[src/core/afcr_regs.svh]
// Register offsets, field positions and reset values of the measurement register bank
`ifndef AFCR_REGS_SVH
`define AFCR_REGS_SVH

// ----------------------------------------------------------------------------
// Register indices (byte address is index times four)
// ----------------------------------------------------------------------------
`define AFCR_IDX_OOK_FIX        8'h1d
`define AFCR_IDX_CORR_CTRL      8'h1e
`define AFCR_IDX_CORR_HIGH      8'h1f
`define AFCR_IDX_CORR_LOW       8'h20
`define AFCR_IDX_OFFS_HIGH      8'h21
`define AFCR_IDX_OFFS_LOW       8'h22
`define AFCR_IDX_STR_CTRL       8'h23
`define AFCR_IDX_STR_LEVEL      8'h24
`define AFCR_IDX_SLICER_TYPE    8'h30
`define AFCR_IDX_IRQ_STATUS     8'h31
`define AFCR_IDX_IRQ_MASK       8'h32

// ----------------------------------------------------------------------------
// Field positions
// ----------------------------------------------------------------------------
`define AFCR_BIT_OFFS_DONE      6
`define AFCR_BIT_OFFS_TRIG      5
`define AFCR_BIT_CORR_DONE      4
`define AFCR_BIT_AUTO_CLEAR     3
`define AFCR_BIT_AUTO_RX        2
`define AFCR_BIT_CORR_CLEAR     1
`define AFCR_BIT_CORR_TRIG      0
`define AFCR_BIT_STR_DONE       1
`define AFCR_BIT_STR_TRIG       0
`define AFCR_IRQ_CORR           0
`define AFCR_IRQ_OFFS           1
`define AFCR_IRQ_STR            2

// ----------------------------------------------------------------------------
// Reset values
// ----------------------------------------------------------------------------
`define AFCR_RST_OOK_FIX        8'h06
`define AFCR_RST_SLICER_TYPE    2'h1
`define AFCR_RST_CORR_VALUE     16'h0000
`define AFCR_RST_OFFS_VALUE     16'h0000
`define AFCR_RST_STR_LEVEL      8'hff

`endif

[src/core/afcr_pkg.sv]
// Types shared by the measurement register bank
package afcr_pkg;
  typedef enum logic [1:0] {
    AFCR_SLICE_FIXED   = 2'b00,
    AFCR_SLICE_PEAK    = 2'b01,
    AFCR_SLICE_AVERAGE = 2'b10,
    AFCR_SLICE_RSVD    = 2'b11
  } afcr_slice_e;

  typedef enum logic [0:0] {
    AFCR_ENG_IDLE = 1'b0,
    AFCR_ENG_BUSY = 1'b1
  } afcr_eng_e;
endpackage

[src/core/afcr_bank.sv]
// APB register bank for frequency correction, offset estimate and signal strength engines
`timescale 1ns/1ps
`include "afcr_regs.svh"

// Contract
// - Hold 8-bit fixed slicer level, default 6 dB, used only in fixed mode.
// - Offset-estimate trigger starts measurement, reads zero; done low while running.
// - Correction done low while correcting, high when finished; resets to one.
// - Auto-clear zeroes correction result before each phase, only with auto-correct on.
// - Auto-correct on: correct at every receive entry; off: only on trigger.
// - Clear bit written one in receive mode zeroes correction result; reads zero.
// - Correction trigger starts a frequency correction and always reads zero.
// - Correction result is 16-bit signed, high byte then low byte, resets zero.
// - Applied correction equals signed result times synthesizer step.
// - Offset estimate is 16-bit signed read-only, split across two bytes.
// - Strength done low while sampling, high with result; resets to one.
// - Strength trigger starts a sample and always reads zero.
// - Strength level in half-dB magnitude steps, resets to all ones.
// - Slicer type codes: 00 fixed, 01 peak, 10 average, 11 reserved.
module afcr_bank #(
  parameter int STEP_W = 16
) (
  // APB slave
  input  wire logic                  pclk,
  input  wire logic                  presetn,
  input  wire logic                  psel,
  input  wire logic                  penable,
  input  wire logic                  pwrite,
  input  wire logic [7:0]            paddr,
  input  wire logic [31:0]           pwdata,
  output logic      [31:0]           prdata,
  output logic                       pready,
  output logic                       pslverr,
  // Receiver state
  input  wire logic                  rx_mode,
  // Correction engine
  output logic                       corr_start,
  input  wire logic                  corr_finish,
  input  wire logic [15:0]           corr_result,
  input  wire logic [STEP_W-1:0]     freq_step,
  output logic      [STEP_W+15:0]    corr_applied,
  // Offset estimate engine
  output logic                       offs_start,
  input  wire logic                  offs_finish,
  input  wire logic [15:0]           offs_result,
  output logic      [STEP_W+15:0]    offs_error,
  // Strength engine
  output logic                       str_start,
  input  wire logic                  str_finish,
  input  wire logic [7:0]            str_result,
  // Slicer
  output logic      [1:0]            ook_slicer_threshold_type,
  output logic      [7:0]            slicer_level,
  // Interrupt
  output logic                       irq
);

  // --------------------------------------------------------------------------
  // Bus decode
  // --------------------------------------------------------------------------
  logic       wr_en;
  logic       rd_hit;
  logic [5:0] a_idx;
  logic       known;

  assign a_idx   = paddr[7:2];
  assign wr_en   = psel && penable && pwrite;
  assign pready  = 1'b1;

  always_comb begin
    case ({2'b00, a_idx})
      `AFCR_IDX_OOK_FIX, `AFCR_IDX_CORR_CTRL, `AFCR_IDX_CORR_HIGH, `AFCR_IDX_CORR_LOW,
      `AFCR_IDX_OFFS_HIGH, `AFCR_IDX_OFFS_LOW, `AFCR_IDX_STR_CTRL, `AFCR_IDX_STR_LEVEL,
      `AFCR_IDX_SLICER_TYPE, `AFCR_IDX_IRQ_STATUS, `AFCR_IDX_IRQ_MASK: known = 1'b1;
      default: known = 1'b0;
    endcase
  end

  // Unmapped or misaligned addresses answer with an error
  assign rd_hit  = known && (paddr[1:0] == 2'b00);
  assign pslverr = psel && penable && !rd_hit;

  function automatic logic hit(input logic [7:0] idx);
    hit = wr_en && rd_hit && ({2'b00, a_idx} == idx);
  endfunction

  // --------------------------------------------------------------------------
  // Pin synchronisers for the receive-state input
  // --------------------------------------------------------------------------
  logic rx_s1_q;
  logic rx_s2_q;
  logic rx_prev_q;
  logic rx_enter;

  always_ff @(posedge pclk or negedge presetn) begin
    if (!presetn) begin
      rx_s1_q   <= 1'b0;
      rx_s2_q   <= 1'b0;
      rx_prev_q <= 1'b0;
    end else begin
      rx_s1_q   <= rx_mode;
      rx_s2_q   <= rx_s1_q;
      rx_prev_q <= rx_s2_q;
    end
  end

  assign rx_enter = rx_s2_q && !rx_prev_q;

  // --------------------------------------------------------------------------
  // Configuration registers
  // --------------------------------------------------------------------------
  logic [7:0] ook_fixed_level_q;
  logic [7:0] ook_fixed_level_d;
  logic [1:0] slicer_type_q;
  logic [1:0] slicer_type_d;
  logic [7:0] slicer_level_q;
  logic [7:0] slicer_level_d;
  logic       auto_clear_correction_q;
  logic       auto_correct_on_rx_q;

  always_comb begin
    ook_fixed_level_d = ook_fixed_level_q;
    slicer_type_d     = slicer_type_q;
    if (hit(`AFCR_IDX_OOK_FIX)) begin
      ook_fixed_level_d = pwdata[7:0];
    end
    if (hit(`AFCR_IDX_SLICER_TYPE)) begin
      slicer_type_d = pwdata[1:0];
    end
  end

  always_ff @(posedge pclk or negedge presetn) begin
    if (!presetn) begin
      ook_fixed_level_q <= `AFCR_RST_OOK_FIX;
      slicer_type_q     <= `AFCR_RST_SLICER_TYPE;
    end else begin
      ook_fixed_level_q <= ook_fixed_level_d;
      slicer_type_q     <= slicer_type_d;
    end
  end

  always_ff @(posedge pclk or negedge presetn) begin
    if (!presetn) begin
      auto_clear_correction_q <= 1'b0;
      auto_correct_on_rx_q    <= 1'b0;
    end else if (hit(`AFCR_IDX_CORR_CTRL)) begin
      auto_clear_correction_q <= pwdata[`AFCR_BIT_AUTO_CLEAR];
      auto_correct_on_rx_q    <= pwdata[`AFCR_BIT_AUTO_RX];
    end
  end

  assign ook_slicer_threshold_type = slicer_type_q;

  // Fixed level reaches the slicer only in fixed mode; other modes get zero.
  // Built from the next values so level and type change on the same edge.
  assign slicer_level_d = (slicer_type_d == afcr_pkg::AFCR_SLICE_FIXED) ?
                          ook_fixed_level_d : 8'h00;

  always_ff @(posedge pclk or negedge presetn) begin
    if (!presetn) begin
      // Reset type is peak, so no fixed level is applied
      slicer_level_q <= 8'h00;
    end else begin
      slicer_level_q <= slicer_level_d;
    end
  end

  assign slicer_level = slicer_level_q;

  // --------------------------------------------------------------------------
  // Triggers (self-clearing, never stored)
  // --------------------------------------------------------------------------
  logic corr_trig_wr;
  logic corr_clear_wr;
  logic offs_trig_wr;
  logic str_trig_wr;

  assign corr_trig_wr  = hit(`AFCR_IDX_CORR_CTRL) && pwdata[`AFCR_BIT_CORR_TRIG];
  assign corr_clear_wr = hit(`AFCR_IDX_CORR_CTRL) && pwdata[`AFCR_BIT_CORR_CLEAR];
  assign offs_trig_wr  = hit(`AFCR_IDX_CORR_CTRL) && pwdata[`AFCR_BIT_OFFS_TRIG];
  assign str_trig_wr   = hit(`AFCR_IDX_STR_CTRL) && pwdata[`AFCR_BIT_STR_TRIG];

  // Auto mode starts on receive entry; manual trigger stays valid in either mode
  assign corr_start = corr_trig_wr || (auto_correct_on_rx_q && rx_enter);
  assign offs_start = offs_trig_wr;
  assign str_start  = str_trig_wr;

  // --------------------------------------------------------------------------
  // Engine busy states
  // --------------------------------------------------------------------------
  afcr_pkg::afcr_eng_e corr_st_q;
  afcr_pkg::afcr_eng_e offs_st_q;
  afcr_pkg::afcr_eng_e str_st_q;

  // Finish seen in the same cycle as a new start keeps the engine busy
  always_ff @(posedge pclk or negedge presetn) begin
    if (!presetn) begin
      corr_st_q <= afcr_pkg::AFCR_ENG_IDLE;
    end else begin
      case (corr_st_q)
        afcr_pkg::AFCR_ENG_IDLE: if (corr_start) corr_st_q <= afcr_pkg::AFCR_ENG_BUSY;
        afcr_pkg::AFCR_ENG_BUSY: if (corr_finish && !corr_start) begin
          corr_st_q <= afcr_pkg::AFCR_ENG_IDLE;
        end
        default: corr_st_q <= afcr_pkg::AFCR_ENG_IDLE;
      endcase
    end
  end

  always_ff @(posedge pclk or negedge presetn) begin
    if (!presetn) begin
      offs_st_q <= afcr_pkg::AFCR_ENG_IDLE;
    end else begin
      case (offs_st_q)
        afcr_pkg::AFCR_ENG_IDLE: if (offs_start) offs_st_q <= afcr_pkg::AFCR_ENG_BUSY;
        afcr_pkg::AFCR_ENG_BUSY: if (offs_finish && !offs_start) begin
          offs_st_q <= afcr_pkg::AFCR_ENG_IDLE;
        end
        default: offs_st_q <= afcr_pkg::AFCR_ENG_IDLE;
      endcase
    end
  end

  always_ff @(posedge pclk or negedge presetn) begin
    if (!presetn) begin
      str_st_q <= afcr_pkg::AFCR_ENG_IDLE;
    end else begin
      case (str_st_q)
        afcr_pkg::AFCR_ENG_IDLE: if (str_start) str_st_q <= afcr_pkg::AFCR_ENG_BUSY;
        afcr_pkg::AFCR_ENG_BUSY: if (str_finish && !str_start) begin
          str_st_q <= afcr_pkg::AFCR_ENG_IDLE;
        end
        default: str_st_q <= afcr_pkg::AFCR_ENG_IDLE;
      endcase
    end
  end

  logic freq_correction_done;
  logic offset_estimate_done;
  logic strength_sample_done;
  logic corr_end;
  logic offs_end;
  logic str_end;

  assign freq_correction_done = (corr_st_q == afcr_pkg::AFCR_ENG_IDLE);
  assign offset_estimate_done = (offs_st_q == afcr_pkg::AFCR_ENG_IDLE);
  assign strength_sample_done = (str_st_q == afcr_pkg::AFCR_ENG_IDLE);
  assign corr_end = (corr_st_q == afcr_pkg::AFCR_ENG_BUSY) && corr_finish && !corr_start;
  assign offs_end = (offs_st_q == afcr_pkg::AFCR_ENG_BUSY) && offs_finish && !offs_start;
  assign str_end  = (str_st_q == afcr_pkg::AFCR_ENG_BUSY) && str_finish && !str_start;

  // --------------------------------------------------------------------------
  // Result registers
  // --------------------------------------------------------------------------
  logic [15:0] correction_value_q;
  logic [15:0] offset_estimate_value_q;
  logic [7:0]  strength_level_q;

  always_ff @(posedge pclk or negedge presetn) begin
    if (!presetn) begin
      correction_value_q <= `AFCR_RST_CORR_VALUE;
    end else if (corr_end) begin
      correction_value_q <= corr_result;
    end else if (corr_start && auto_correct_on_rx_q && auto_clear_correction_q) begin
      correction_value_q <= `AFCR_RST_CORR_VALUE;
    end else if (corr_clear_wr && rx_s2_q) begin
      correction_value_q <= `AFCR_RST_CORR_VALUE;
    end
  end

  always_ff @(posedge pclk or negedge presetn) begin
    if (!presetn) begin
      offset_estimate_value_q <= `AFCR_RST_OFFS_VALUE;
    end else if (offs_end) begin
      offset_estimate_value_q <= offs_result;
    end
  end

  always_ff @(posedge pclk or negedge presetn) begin
    if (!presetn) begin
      strength_level_q <= `AFCR_RST_STR_LEVEL;
    end else if (str_end) begin
      strength_level_q <= str_result;
    end
  end

  // Signed products by the synthesizer step; step is unsigned.
  // Operands are widened first so the product keeps all its bits.
  logic signed [STEP_W+15:0] corr_wide;
  logic signed [STEP_W+15:0] offs_wide;
  logic signed [STEP_W+15:0] step_wide;
  logic        [STEP_W+15:0] corr_applied_q;
  logic        [STEP_W+15:0] offs_error_q;

  assign corr_wide = (STEP_W+16)'($signed(correction_value_q));
  assign offs_wide = (STEP_W+16)'($signed(offset_estimate_value_q));
  assign step_wide = (STEP_W+16)'({1'b0, freq_step});

  // Registered outputs lag the result registers and the step by one cycle
  always_ff @(posedge pclk or negedge presetn) begin
    if (!presetn) begin
      corr_applied_q <= '0;
      offs_error_q   <= '0;
    end else begin
      corr_applied_q <= corr_wide * step_wide;
      offs_error_q   <= offs_wide * step_wide;
    end
  end

  assign corr_applied = corr_applied_q;
  assign offs_error   = offs_error_q;

  // --------------------------------------------------------------------------
  // Interrupts: sticky completion flags, write one to clear, set wins
  // --------------------------------------------------------------------------
  logic [2:0] irq_status_q;
  logic [2:0] irq_mask_q;
  logic [2:0] irq_set;
  logic [2:0] irq_clr;

  assign irq_set = {str_end, offs_end, corr_end};
  assign irq_clr = hit(`AFCR_IDX_IRQ_STATUS) ? pwdata[2:0] : 3'h0;

  always_ff @(posedge pclk or negedge presetn) begin
    if (!presetn) begin
      irq_status_q <= 3'h0;
    end else begin
      irq_status_q <= (irq_status_q & ~irq_clr) | irq_set;
    end
  end

  always_ff @(posedge pclk or negedge presetn) begin
    if (!presetn) begin
      irq_mask_q <= 3'h0;
    end else if (hit(`AFCR_IDX_IRQ_MASK)) begin
      irq_mask_q <= pwdata[2:0];
    end
  end

  assign irq = |(irq_status_q & irq_mask_q);

  // --------------------------------------------------------------------------
  // Read mux: triggers and clear read zero, unused bits zero
  // --------------------------------------------------------------------------
  logic [31:0] rd_word;
  logic [31:0] prdata_q;

  always_comb begin
    rd_word = 32'h0;
    case ({2'b00, a_idx})
      `AFCR_IDX_OOK_FIX:     rd_word[7:0] = ook_fixed_level_q;
      `AFCR_IDX_CORR_CTRL: begin
        rd_word[`AFCR_BIT_OFFS_DONE]  = offset_estimate_done;
        rd_word[`AFCR_BIT_CORR_DONE]  = freq_correction_done;
        rd_word[`AFCR_BIT_AUTO_CLEAR] = auto_clear_correction_q;
        rd_word[`AFCR_BIT_AUTO_RX]    = auto_correct_on_rx_q;
      end
      `AFCR_IDX_CORR_HIGH:   rd_word[7:0] = correction_value_q[15:8];
      `AFCR_IDX_CORR_LOW:    rd_word[7:0] = correction_value_q[7:0];
      `AFCR_IDX_OFFS_HIGH:   rd_word[7:0] = offset_estimate_value_q[15:8];
      `AFCR_IDX_OFFS_LOW:    rd_word[7:0] = offset_estimate_value_q[7:0];
      `AFCR_IDX_STR_CTRL:    rd_word[`AFCR_BIT_STR_DONE] = strength_sample_done;
      `AFCR_IDX_STR_LEVEL:   rd_word[7:0] = strength_level_q;
      `AFCR_IDX_SLICER_TYPE: rd_word[1:0] = slicer_type_q;
      `AFCR_IDX_IRQ_STATUS:  rd_word[2:0] = irq_status_q;
      `AFCR_IDX_IRQ_MASK:    rd_word[2:0] = irq_mask_q;
      default:               rd_word = 32'h0;
    endcase
  end

  // Read word is taken at the end of the setup cycle and stands from a flop
  // through the access cycle: no wait state, but it shows the state of the
  // cycle before the access edge. Zero outside a read access.
  always_ff @(posedge pclk or negedge presetn) begin
    if (!presetn) begin
      prdata_q <= 32'h0;
    end else if (psel && !penable && !pwrite && rd_hit) begin
      prdata_q <= rd_word;
    end else begin
      prdata_q <= 32'h0;
    end
  end

  assign prdata = prdata_q;

endmodule // afcr_bank

[config.mk]
export PLATFORM = sky130hd
export DESIGN_NAME = afcr_bank
export DESIGN_NICKNAME = d
export VERILOG_FILES = /design/src/core/afcr_pkg.sv /design/src/core/afcr_bank.sv
export VERILOG_INCLUDE_DIRS = /design/src /design/src/core
export SDC_FILE = /design/constraint.sdc
export NUM_CORES = 1
export LEC_CHECK = 0
export BUFFER_PORTS_ARGS = -buffer_cell sky130_fd_sc_hd__buf_2
export CAP_MARGIN = 40
export CORE_MARGIN = 2
export CORE_UTILIZATION = 65
export DETAILED_ROUTE_END_ITERATION = 12
export GPL_ROUTABILITY_DRIVEN = 0
export PLACE_DENSITY = 0.87
export REMOVE_ABC_BUFFERS = 1
export SYNTH_ARGS = -nofsm -noshare
export SYNTH_HDL_FRONTEND = slang
export SYNTH_SLANG_ARGS = --single-unit
[constraint.sdc]
create_clock -name pclk -period 17.6 [get_ports pclk]
set_clock_uncertainty 0.2 [all_clocks]
set_input_delay 3.52 -clock pclk [delete_from_list [all_inputs] [get_ports pclk]]
set_output_delay 3.52 -clock pclk [all_outputs]
set_load 0.01 [all_outputs]
* Word-level counts from Yosys, hierarchy flattened
Cells that the tools add are included.
W data, S select, Z words.
** Word-level totals
- Register bits :: 168
- Logic and storage cells :: 109
- Output and inout bits :: 112
- Input bits :: 105
** Cells by class
- Multipliers :: 2
- Mux-type cells :: 25
- Bitwise gates (word level) :: 7
- Reductions and logical operators :: 45
- Eq/ne operators :: 11
** Operators by type and width (number)
- $mul A16 B17 Y32 :: 2
- $eq A6 B6 Y1 const B :: 8
- $mux W16 :: 3
- $logic_and A1 B1 Y1 :: 32
- $mux W8 :: 3
- $eq A6 B5 Y1 const B :: 3
- $pmux W1 S9 :: 2
- $pmux W2 S7 :: 1
- $pmux W1 S6 :: 2
- $reduce_or A11 Y1 :: 1
- $pmux W1 S10 :: 1
- $logic_not A1 Y1 :: 7
- $mux W1 :: 7
- $pmux W1 S7 :: 1
- $and A3 B3 Y3 :: 2
- $pmux W1 S2 :: 3
- $logic_not A2 Y1 :: 2
- $mux W3 :: 1
- $not A1 Y1 :: 3
- $not A3 Y3 :: 1
- $or A3 B3 Y3 :: 1
- $reduce_bool A3 Y1 :: 1
- $reduce_or A3 Y1 :: 1
- $mux W2 :: 1
- $logic_or A1 B1 Y1 :: 1

* Logic depth before layout (Yosys ltp)
Gate-level depths: netlist of run 1.
- Depth after elaboration :: 12
- Gate-level depth with buffers :: 24
- Mapped depth without buffers :: 21

* Worst setup path after synthesis of run 1
Ideal clock, no wire load.
- Kind :: input port to flip-flop
- From :: input port freq_step[10]
- To :: register corr_applied_q[24] (netlist: corr_applied[24])
- Stages :: 20
- Arrival time :: 8.959 ns
- Required time :: 17.274 ns
- Setup slack :: 8.315 ns
- Setup time :: 0.126 ns
- Buffers on the path :: 1
- Path through :: clkbuf_1 nand2_1 fa_1 fa_1 fa_1 fa_1 inv_1 fa_1 inv_1 fa_1 inv_1 ha_1 nand4_1 nor4_1 nor4b_1 o211ai_1 a31oi_1 o21ai_0 nor4_1 a311o_1
** Between the ends
- Cells in the longest elaborated chain, start to end :: 1
** RTL lines
- start: declaration :: line afcr_bank.sv:40 : input wire logic [STEP_W-1:0] freq_step,
- $mul A16 B17 Y32 :: line afcr_bank.sv:305 : corr_applied_q <= corr_wide * step_wide;
- end signal: assignment :: line afcr_bank.sv:305
- end: declaration :: line afcr_bank.sv:292 : logic [STEP_W+15:0] corr_applied_q;
No other way between the ends.
A chain may end at the register's enable or synchronous reset.

* Worst setup path after layout of run 1
- From :: input port freq_step[9]
- To :: register corr_applied_q[30] (netlist: corr_applied[30])
The elaborated chain is that of the path after synthesis.

==> results of run 1 <==
state kept, by name, indices dropped and copies added, names as in the netlist, 2 cells and up:
name / cells
corr_applied: 32
offs_error: 32
correction_value_q: 16
offset_estimate_value_q: 16
ook_fixed_level_q: 8
prdata: 8
slicer_level: 8
strength_level_q: 8
irq_mask_q: 3
irq_status_q: 3
ook_slicer_threshold_type: 2
report_power, final:
group	switching, mW	total, mW	internal, mW
registers	0.0639	0.495	0.431
clock network	0.165	0.391	0.226
logic	1.40	2.39	0.988
total	1.63	3.28	1.64
metrics by stage:
stage / worst slack [ns] / instance area, µm²
detailed placement: 7.025 / 23920
CTS: 7.478 / 24530
global route: 7.092 / 24530
finish: 7.299 / 24530
global placement: 7.203 / 23850
floorplan: 8.550 / 22380
Yosys cell counts (all sizes together), types with 23 or more instances:
master  count  area, µm²
a21oi      66      330.3
nor2       75      281.5
and2      231       1445
o21ai      26      130.1
clkbuf    104      390.4
ha        234       2928
xnor2      37      324.1
dfrtp     133       3328
mux2       36      435.4
fa        388       7767
a21o       23      172.7
buf        32      244.0
nand3      24      120.1
nand2     282       1059
inv       520       1952
cell usage in the layout, fill, tap and decap left out, types with 23 or more instances in the layout:
| master | instances |
|---|---|
| sky130_fd_sc_hd__a21oi_1 | 66 |
| sky130_fd_sc_hd__o21ai_0 | 25 |
| sky130_fd_sc_hd__nand3_1 | 24 |
| sky130_fd_sc_hd__nand2_1 | 282 |
| sky130_fd_sc_hd__a21o_1 | 23 |
| sky130_fd_sc_hd__conb_1 | 25 |
| sky130_fd_sc_hd__buf_2 | 166 |
| sky130_fd_sc_hd__xnor2_1 | 37 |
| sky130_fd_sc_hd__inv_1 | 520 |
| sky130_fd_sc_hd__nor2_1 | 75 |
| sky130_fd_sc_hd__dfrtp_1 | 133 |
| sky130_fd_sc_hd__mux2_2 | 28 |
| sky130_fd_sc_hd__ha_1 | 234 |
| sky130_fd_sc_hd__and2_1 | 231 |
| sky130_fd_sc_hd__fa_1 | 388 |
metal layers:
| layer | share of wire [%] | wire length (µm) | vias to the layer above | track usage [%] |
|---|---|---|---|---|
| li1 | - | - | 7581 | - |
| met1 | 36 | 20520 | 8850 | 38.94 |
| met2 | 50 | 28460 | 921 | 57.60 |
| met3 | 9.2 | 5251 | 237 | 6.797 |
| met4 | 5.3 | 3005 | 0 | 17.04 |
| met5 | 0 | 0 | - | 0 |
layout make-up:
type,count,area (µm²)
Multi-Input combinational cell,1670,16800
Fill cell,2415,10100
Sequential cell,144,3617
Inverter,521,1956
Timing Repair Buffer,178,972.2
Tap cell,455,569.3
Clock buffer,19,432.9
Clock inverter,13,176.4
critical path, stage by stage:
cell	delay (ns)
sky130_fd_sc_hd__buf_2	0.61
sky130_fd_sc_hd__nand2_1	0.20
sky130_fd_sc_hd__fa_1	0.55
sky130_fd_sc_hd__fa_1	0.53
sky130_fd_sc_hd__fa_1	0.43
sky130_fd_sc_hd__fa_1	0.49
sky130_fd_sc_hd__inv_1	0.06
sky130_fd_sc_hd__fa_1	0.52
sky130_fd_sc_hd__inv_1	0.04
sky130_fd_sc_hd__fa_1	0.47
sky130_fd_sc_hd__inv_1	0.04
sky130_fd_sc_hd__ha_1	0.39
sky130_fd_sc_hd__nand4_1	0.17
sky130_fd_sc_hd__nor4_1	0.52
sky130_fd_sc_hd__nor4b_1	0.16
sky130_fd_sc_hd__o211ai_1	0.62
sky130_fd_sc_hd__nand3_1	0.24
sky130_fd_sc_hd__a41oi_1	0.43
sky130_fd_sc_hd__nor4_1	0.08
sky130_fd_sc_hd__a311o_1	0.33
logic make-up (layout without fill, tap and decap cells):
logic type | Yosys count | count (layout) | share of synthesized area [%]
xor gates and xnor gates | 53 | 53 | 2.025
AOI/OAI and AO/OA | 207 | 207 | 6.004
muxes | 55 | 55 | 2.729
and+or+nand+nor | 708 | 708 | 15.48
other | 2 | 25 | 0.03276
adders and majority gates | 622 | 622 | 46.65
buffers and inverters | 657 | 731 | 11.30
DFF | 144 | 144 | 15.78
worst max path at each step:
stage               depth (start not counted)               end         start  slack [ns]
global placement                           20  corr_applied[30]  freq_step[9]        7.20
CTS                                        22  corr_applied[31]  freq_step[7]        7.48
global route                               22  corr_applied[31]  freq_step[7]        7.09
floorplan                                  20  corr_applied[24]  freq_step[7]        8.55
detailed placement                         22  corr_applied[31]  freq_step[7]        7.02
finish                                     20  corr_applied[30]  freq_step[9]        7.30
==> metrics list, run 1 <==
* Max-slew headroom: between 30% and 40%
* Die span in y: about 190 µm
- Total power for the finished layout comes to 3.276 mW.
- Maximum net fanout on the critical path: 32
- The region available for standard cell placement spans 34,630 µm².
- Setup tns final: 0 ns
* Fin crit share: 58.53%
- Wire length of the first global-routing pass: 94,240 µm
- Worst hold stages: 0
* Data arrival time at the worst-slack endpoint: 10.44 ns
* Final std cells w/o fill: ~3,000
* Power density over cell area: about 130 nW/µm²
- End-of-flow core utilization: 70.83%
- End of the worst hold path: rx_s2_q
- The count of endpoints failing hold in the final timing report was 0.
* Count of buffers added by post-CTS timing repair for setup: 0
- After detailed routing, the average wire length per cell comes to 19.08 µm.
* Crit Reg-Reg Startpoint: correction_value_q[2]
* Worst-case clock buffer depth: 2
* Total number of vias: 17,589
* Fmax: 0.09708 GHz
- The H-tree was split into 4 levels.
* Type of the worst min-delay path: flop to flop
- Count of clock tree sinks: 144
* Clk slew on worst S/H paths: 0.07 ns
- Summed over all nets, the half-perimeter wirelength after detailed placement is 41,840 µm.
* Die Wd: 191.8 µm
* Crit path time final: a little over 10 ns
* Site row count: just under 70
- The tool flagged a number of max-cap violations equal to 0.
- Diode insertion count for antenna repair: 0
* Congestion Overflow GR: 0
- STA puts the critical path data required time at 17.74 ns.
* Worst setup path class: input port to flop
* Vias in the first global route: 19,526
- Number of cells on the worst reg-to-reg path: 19
- Standby leakage power: 13.15 nW
- On the final layout, the worst hold slack is between 0.15 and 0.2 ns.
- Buffers inserted to repair hold after CTS numbered 0.
* Number of cells in the design after placement: 2,968
- In the final design database the tool counted 3,259 nets.
- In this run, synthesis produced a sequential element count of 144.
- Transition time at the pin with the least slew margin: 0.9983 ns
* Total count of max-transition violations in the final report: 0
* Die Outline Area: 36,790 µm²
- Largest net degree at the start of global routing: approximately 70
- STA classifies the critical path endpoint as a flop.
- Gates resized during post-CTS repair numbered 0.
- Across the VDD grid, the largest voltage drop is around 0.13 mV.
- Total clock buffers created by CTS: 17
- For the worst-skew pair, the clock arrives at the later sink with an insertion delay of 0.46 ns.
* Reg2reg setup slack: 10.03 ns
- Cell area after synthesis: 22,930 µm²
- The final layout contains routed wiring with a total length of 57,230 µm.
* Via density: 5.863
* Sort of element at the start of the critical path: input port
* Post-Synthesis Mean Instance Area: about 9.4 µm²
- Clock tree from TritonCTS: built
- Share of final-layout standard cells stronger than drive strength 1: between 10% and 20%
- Counting distinct cell types in the post-synthesis netlist gives 71.
* Starting density of the core: between 60% and 70%
- DRC violations left: 0
- Setup violations remaining at the end of the flow were counted as 0.
- Initial antenna violation count: 0
- Share of the yosys chip area belonging to registers: 15.78%
- The synthesized design contains 0 enable-type register cells.
- The area growth from synthesis to layout is 6.991%.
* Initial drt markers: 1,058
- Cells after synthesis: approximately 2,400
- Count of port buffers added during placement: 167
- In this run the remaining antenna-violating nets after routing total 0.
- Hold path startpoint: rx_s1_q
- Count of TritonRoute iterations in the first routing pass: 5
- Share of flip-flops with an asynchronous set or reset: between 90% and 100%
- Most used DFF post-synth: sky130_fd_sc_hd__dfrtp_1
- The root buffer cell chosen for the clock tree is sky130_fd_sc_hd__clkbuf_16.
* All-Layer GR Usage: 33.15%
- End of the worst register-to-register path: corr_applied[30]
- The Yosys step of the flow raised 0 warnings.
* Outcome: finished, final reports clean
* Setup repair after global routing missed its margin: false
* IO Pins: 217
Power figures use the tool's default switching activity.
==> run 2: changes to the inputs <==
- ABC_AREA: unset -> 1
- CORE_UTILIZATION: 65 -> 57
- PLACE_DENSITY: 0.87 -> 0.81
- clock period: 17.6 -> 9.1 ns (I/O delays scaled with it)
==> run 2 against run 1 <==
Compared with the run above: cell area is 2.2% higher; count of clock-buffer cells in the layout is 1 lower; sequential cell count stayed put; worst hold slack better by 0.023 ns; register-to-register slack worse by 7.5 ns; global-route usage is 4.3 points lower; final cell count is 18% higher; routed wire length is 3.2% higher; synthesized cell count is 19% higher; core utilization is 9.3 points lower; highest routed layer is now met5.
==> metrics list, run 2 <==
- The sink count of the clock tree is 144 (unchanged).
- The met1 wire length is 22,040 µm (+7.4%).
- Share of final-layout standard cells stronger than drive strength 1: 8.272% (-2.3 points)
* Combined area of the multi-input logic cells: 16,150 µm² (-3.9%)
- The area of the core is 40,740 µm² (+18%).
- Final-report hold violation count: 0 (unchanged)
- Top-area cell type share of the netlist area: 33.04% (-0.84 points)
- The buffer count from post-CTS setup fixing was 0 (unchanged).
- The total I/O pin count came to 217 (unchanged).
- Number of filler instances in the final layout: 3,374 (+40%)
* Setup tns final: 0 ns (unchanged)
- By area the synthesized netlist is led by sky130_fd_sc_hd__fa_1 (33%), sky130_fd_sc_hd__dfrtp_1 (14%), sky130_fd_sc_hd__inv_1 (13%), sky130_fd_sc_hd__ha_1 (12%), sky130_fd_sc_hd__nand2_1 (12%).
- The final routed wire length divided by cell count is 16.68 µm (-13%).
- Crit. End Element: flop
- Largest area contributor in the netlist: sky130_fd_sc_hd__fa_1
- The number of setup violations in the final report came to 0 (unchanged).
- Yosys instantiated no cell more often than sky130_fd_sc_hd__inv_1.
- Via density: 5.357 (-8.6%)
- The number of instances in the placed design came to 3,510 (+18%).
- Setup repair after global routing left no endpoint under its margin.
* Setup slack of the critical path after layout: 1.412 ns (-5.887 ns)
- Post-Synthesis Mean Instance Area: 8.038 µm² (-14%)
- Register bit total from synthesis: 144 (unchanged)
- Number of enable flip-flop cells after synthesis: 0 (unchanged)
- The share of flip-flops with an asynchronous set or reset after synthesis came to 100.0% (unchanged).
- Fin crit share: 84.48%
* Highest routed layer: met5
- The die extent in x came to 207.1 µm (+8.0%).
* Gates resized, CTS repair: 0 (unchanged)
- Maximum net fanout on the critical path: 32 (unchanged)
* Total number of yosys warnings: 0 (unchanged)
* Final std cells w/o fill: 3,543 (+18%)
* Met3 routed wirelength: 5366 µm (+2.2%)
- The max-capacitance violation count was 0 (unchanged).
* Initial drt markers: 1,717 (+62%)
- The most used flip-flop cell after synthesis is sky130_fd_sc_hd__dfrtp_1.
- Largest net degree at the start of global routing: 71 (+4.4%)
* Data arrival time at the worst-slack endpoint: 7.84 ns (-2.60 ns)
- The tightest min-delay check is of the flop to flop type.
- Crit path time final: 7.688 ns
- The total detailed-routing wirelength was 59,090 µm (+3.2%).
* Routed wire length on met2: 28,690 µm (+0.82%)
- Most common cell after layout, fill and taps aside: sky130_fd_sc_hd__inv_1
- Count of TritonRoute iterations in the first routing pass: 9 (+4)
- The area of the die came to 42,890 µm² (+17%).
- Ranking of synthesized cells by instance count: sky130_fd_sc_hd__inv_1 (833), sky130_fd_sc_hd__nand2_1 (736), sky130_fd_sc_hd__fa_1 (388)
- The count of buffers inserted at the top-level ports was 167 (unchanged).
- STA classifies the critical path startpoint as an input port.
- The slew at the pin with the worst max-slew slack came to 0.9474 ns (-0.05090 ns).
- NumNets Final: 3,724 (+14%)
* Initial antenna violation count: 2 (+2)
- Most used cells in the layout excluding fill and tap cells: sky130_fd_sc_hd__inv_1 (833), sky130_fd_sc_hd__nand2_1 (736), sky130_fd_sc_hd__fa_1 (388)
* Worst setup path class: input port to flop
* Total number of vias: 18,980 (+7.9%)
- Cells after synthesis: 2,925 (+19%)
- Wire length of the first global-routing pass: 99,630 µm (+5.7%)
- The die extent in y was 207.1 µm (+8.0%).
* Share of the yosys chip area belonging to registers: 15.39% (-0.39 points)
* Hold bufs inserted after CTS: 0 (unchanged)
- CP required: 9.25 ns (-8.49 ns)
- Static timing analysis puts the maximum clock frequency at 0.1301 GHz.
* Vias in the first global route: 20,736 (+6.2%)
* Total clock buffers created by CTS: 17 (unchanged)
* Cell area after synthesis: 23,510 µm² (+2.5%)
- The number of remaining DRC errors came to 0 (unchanged).
- The number of distinct standard cells referenced by the synthesized netlist came to 50 (-30%).
- The initial core utilization came to 57.71% (-8.5 points).
- The floorplan row count was 74 (+8.8%).
* Syn-to-layout area delta: 6.652%
- The overall overflow remaining after global route is 0 (unchanged).
- Clock tree from TritonCTS: built
- Max-slew headroom: 36.84% (+3.9 points)
- The overall global routing resource usage came to 28.87% (-4.3 points).
- Later-pin clock latency in the skew report: 0.46 ns (about the same)
- The clock transition at the register clock pins on the worst setup and hold paths after CTS is 0.07 ns (about the same).
* Total count of max-transition violations in the final report: 0 (unchanged)
* Post-route antenna net violation count: 0 (unchanged)
- The HPWL after detailed placement came to 45,090 µm (+7.7%).
- The H-tree depth reported by CTS came to 4 (unchanged).
- Worst-case clock buffer depth: 2 (unchanged)
* Outcome: finished, final reports clean
- The cell sitting at the root of the clock tree is a sky130_fd_sc_hd__clkbuf_16.
- Placement Setup Slack: 1.145 ns (-5.879 ns)
- The combined flip-flop and latch cell area was 3617 µm² (unchanged).
[run 2: cell count changes after synthesis, sizes merged, moves of 18 or more]
cell	change
nand2	+460
inv	+316
and2	-231
o21ai	+48
mux2	-36
nand2b	-21
buf	+19
mux2i	-19
nand4	+19
nor2	+19
a22o	-18
xor2	+18
[run 2: cells by family after synthesis]
logic type	count (synthesis)	share of synthesized area, %
buffers and inverters	984	16.30
AND/OR/NAND/NOR	919	15.88
adder cells (fa/ha/maj)	622	45.49
AO/OA/AOI/OAI	199	4.859
flip-flops	144	15.39
XOR/XNOR	55	2.049
other	2	0.03194
[run 2: final timing paths]
kind / start / end / slack, ns / cells after the start
worst max-delay path: freq_step[7] / offs_error[28] / 1.41 / 25
worst min-delay path: rx_s1_q / rx_s2_q / 0.19 / 0
worst max register to register: correction_value_q[7] / corr_applied[28] / 2.54 / 24
worst min register to register: rx_s1_q / rx_s2_q / 0.19 / 0
max in group asynchronous: presetn / ook_fixed_level_q[1] / 6.40 / 3
min in group asynchronous: presetn / corr_applied[31] / 1.15 / 1
[run 2: routing by layer]
metal | up-vias | global-route usage [%]
met5 | - | 0
met4 | 2 | 15.30
met3 | 250 | 5.534
met2 | 1045 | 48.57
met1 | 9143 | 35.34
li1 | 8540 | -
[run 2: stage by stage]
step / cell area, µm² / hold WS, ns / util, %
floorplan: 22910 / 0.1312 / -
global placement: 24480 / 0.1443 / 60.10
detailed placement: 24510 / 0.1529 / 60.17
CTS: 25070 / 0.1764 / 61.54
global route: 25070 / 0.1827 / 61.55
finish: 25070 / 0.1875 / 61.55
[run 2: layout make-up]
cell class	count	area share, %
Inverter	837	12.54
Antenna cell	1	0.009980
Timing Repair Buffer	177	3.738
Clock inverter	14	0.4790
Clock buffer	18	1.751
Multi-Input combinational cell	1820	64.40
Sequential cell	144	14.43
Tap cell	532	2.655
[run 2: critical path: stages]
cell                      delay, ns
sky130_fd_sc_hd__buf_2         0.66
sky130_fd_sc_hd__nand2_1       0.18
sky130_fd_sc_hd__fa_1          0.58
sky130_fd_sc_hd__inv_1         0.05
sky130_fd_sc_hd__fa_1          0.50
sky130_fd_sc_hd__inv_1         0.05
sky130_fd_sc_hd__fa_1          0.53
sky130_fd_sc_hd__inv_1         0.06
sky130_fd_sc_hd__fa_1          0.45
sky130_fd_sc_hd__fa_1          0.49
sky130_fd_sc_hd__inv_1         0.05
sky130_fd_sc_hd__fa_1          0.47
sky130_fd_sc_hd__inv_1         0.04
sky130_fd_sc_hd__ha_1          0.34
sky130_fd_sc_hd__nand2_1       0.10
sky130_fd_sc_hd__inv_1         0.07
sky130_fd_sc_hd__nand2_1       0.08
sky130_fd_sc_hd__nor3_1        0.43
sky130_fd_sc_hd__nand4_1       0.17
sky130_fd_sc_hd__nand3_1       0.25
sky130_fd_sc_hd__nand2_1       0.08
sky130_fd_sc_hd__nand2_1       0.12
sky130_fd_sc_hd__nand3_1       0.10
sky130_fd_sc_hd__nand3_1       0.08
sky130_fd_sc_hd__nand2_1       0.06
Power of run 2 is left out: the tool's default activity adds up to more than one toggle a clock period on the data nets, which glitch-free logic cannot reach.
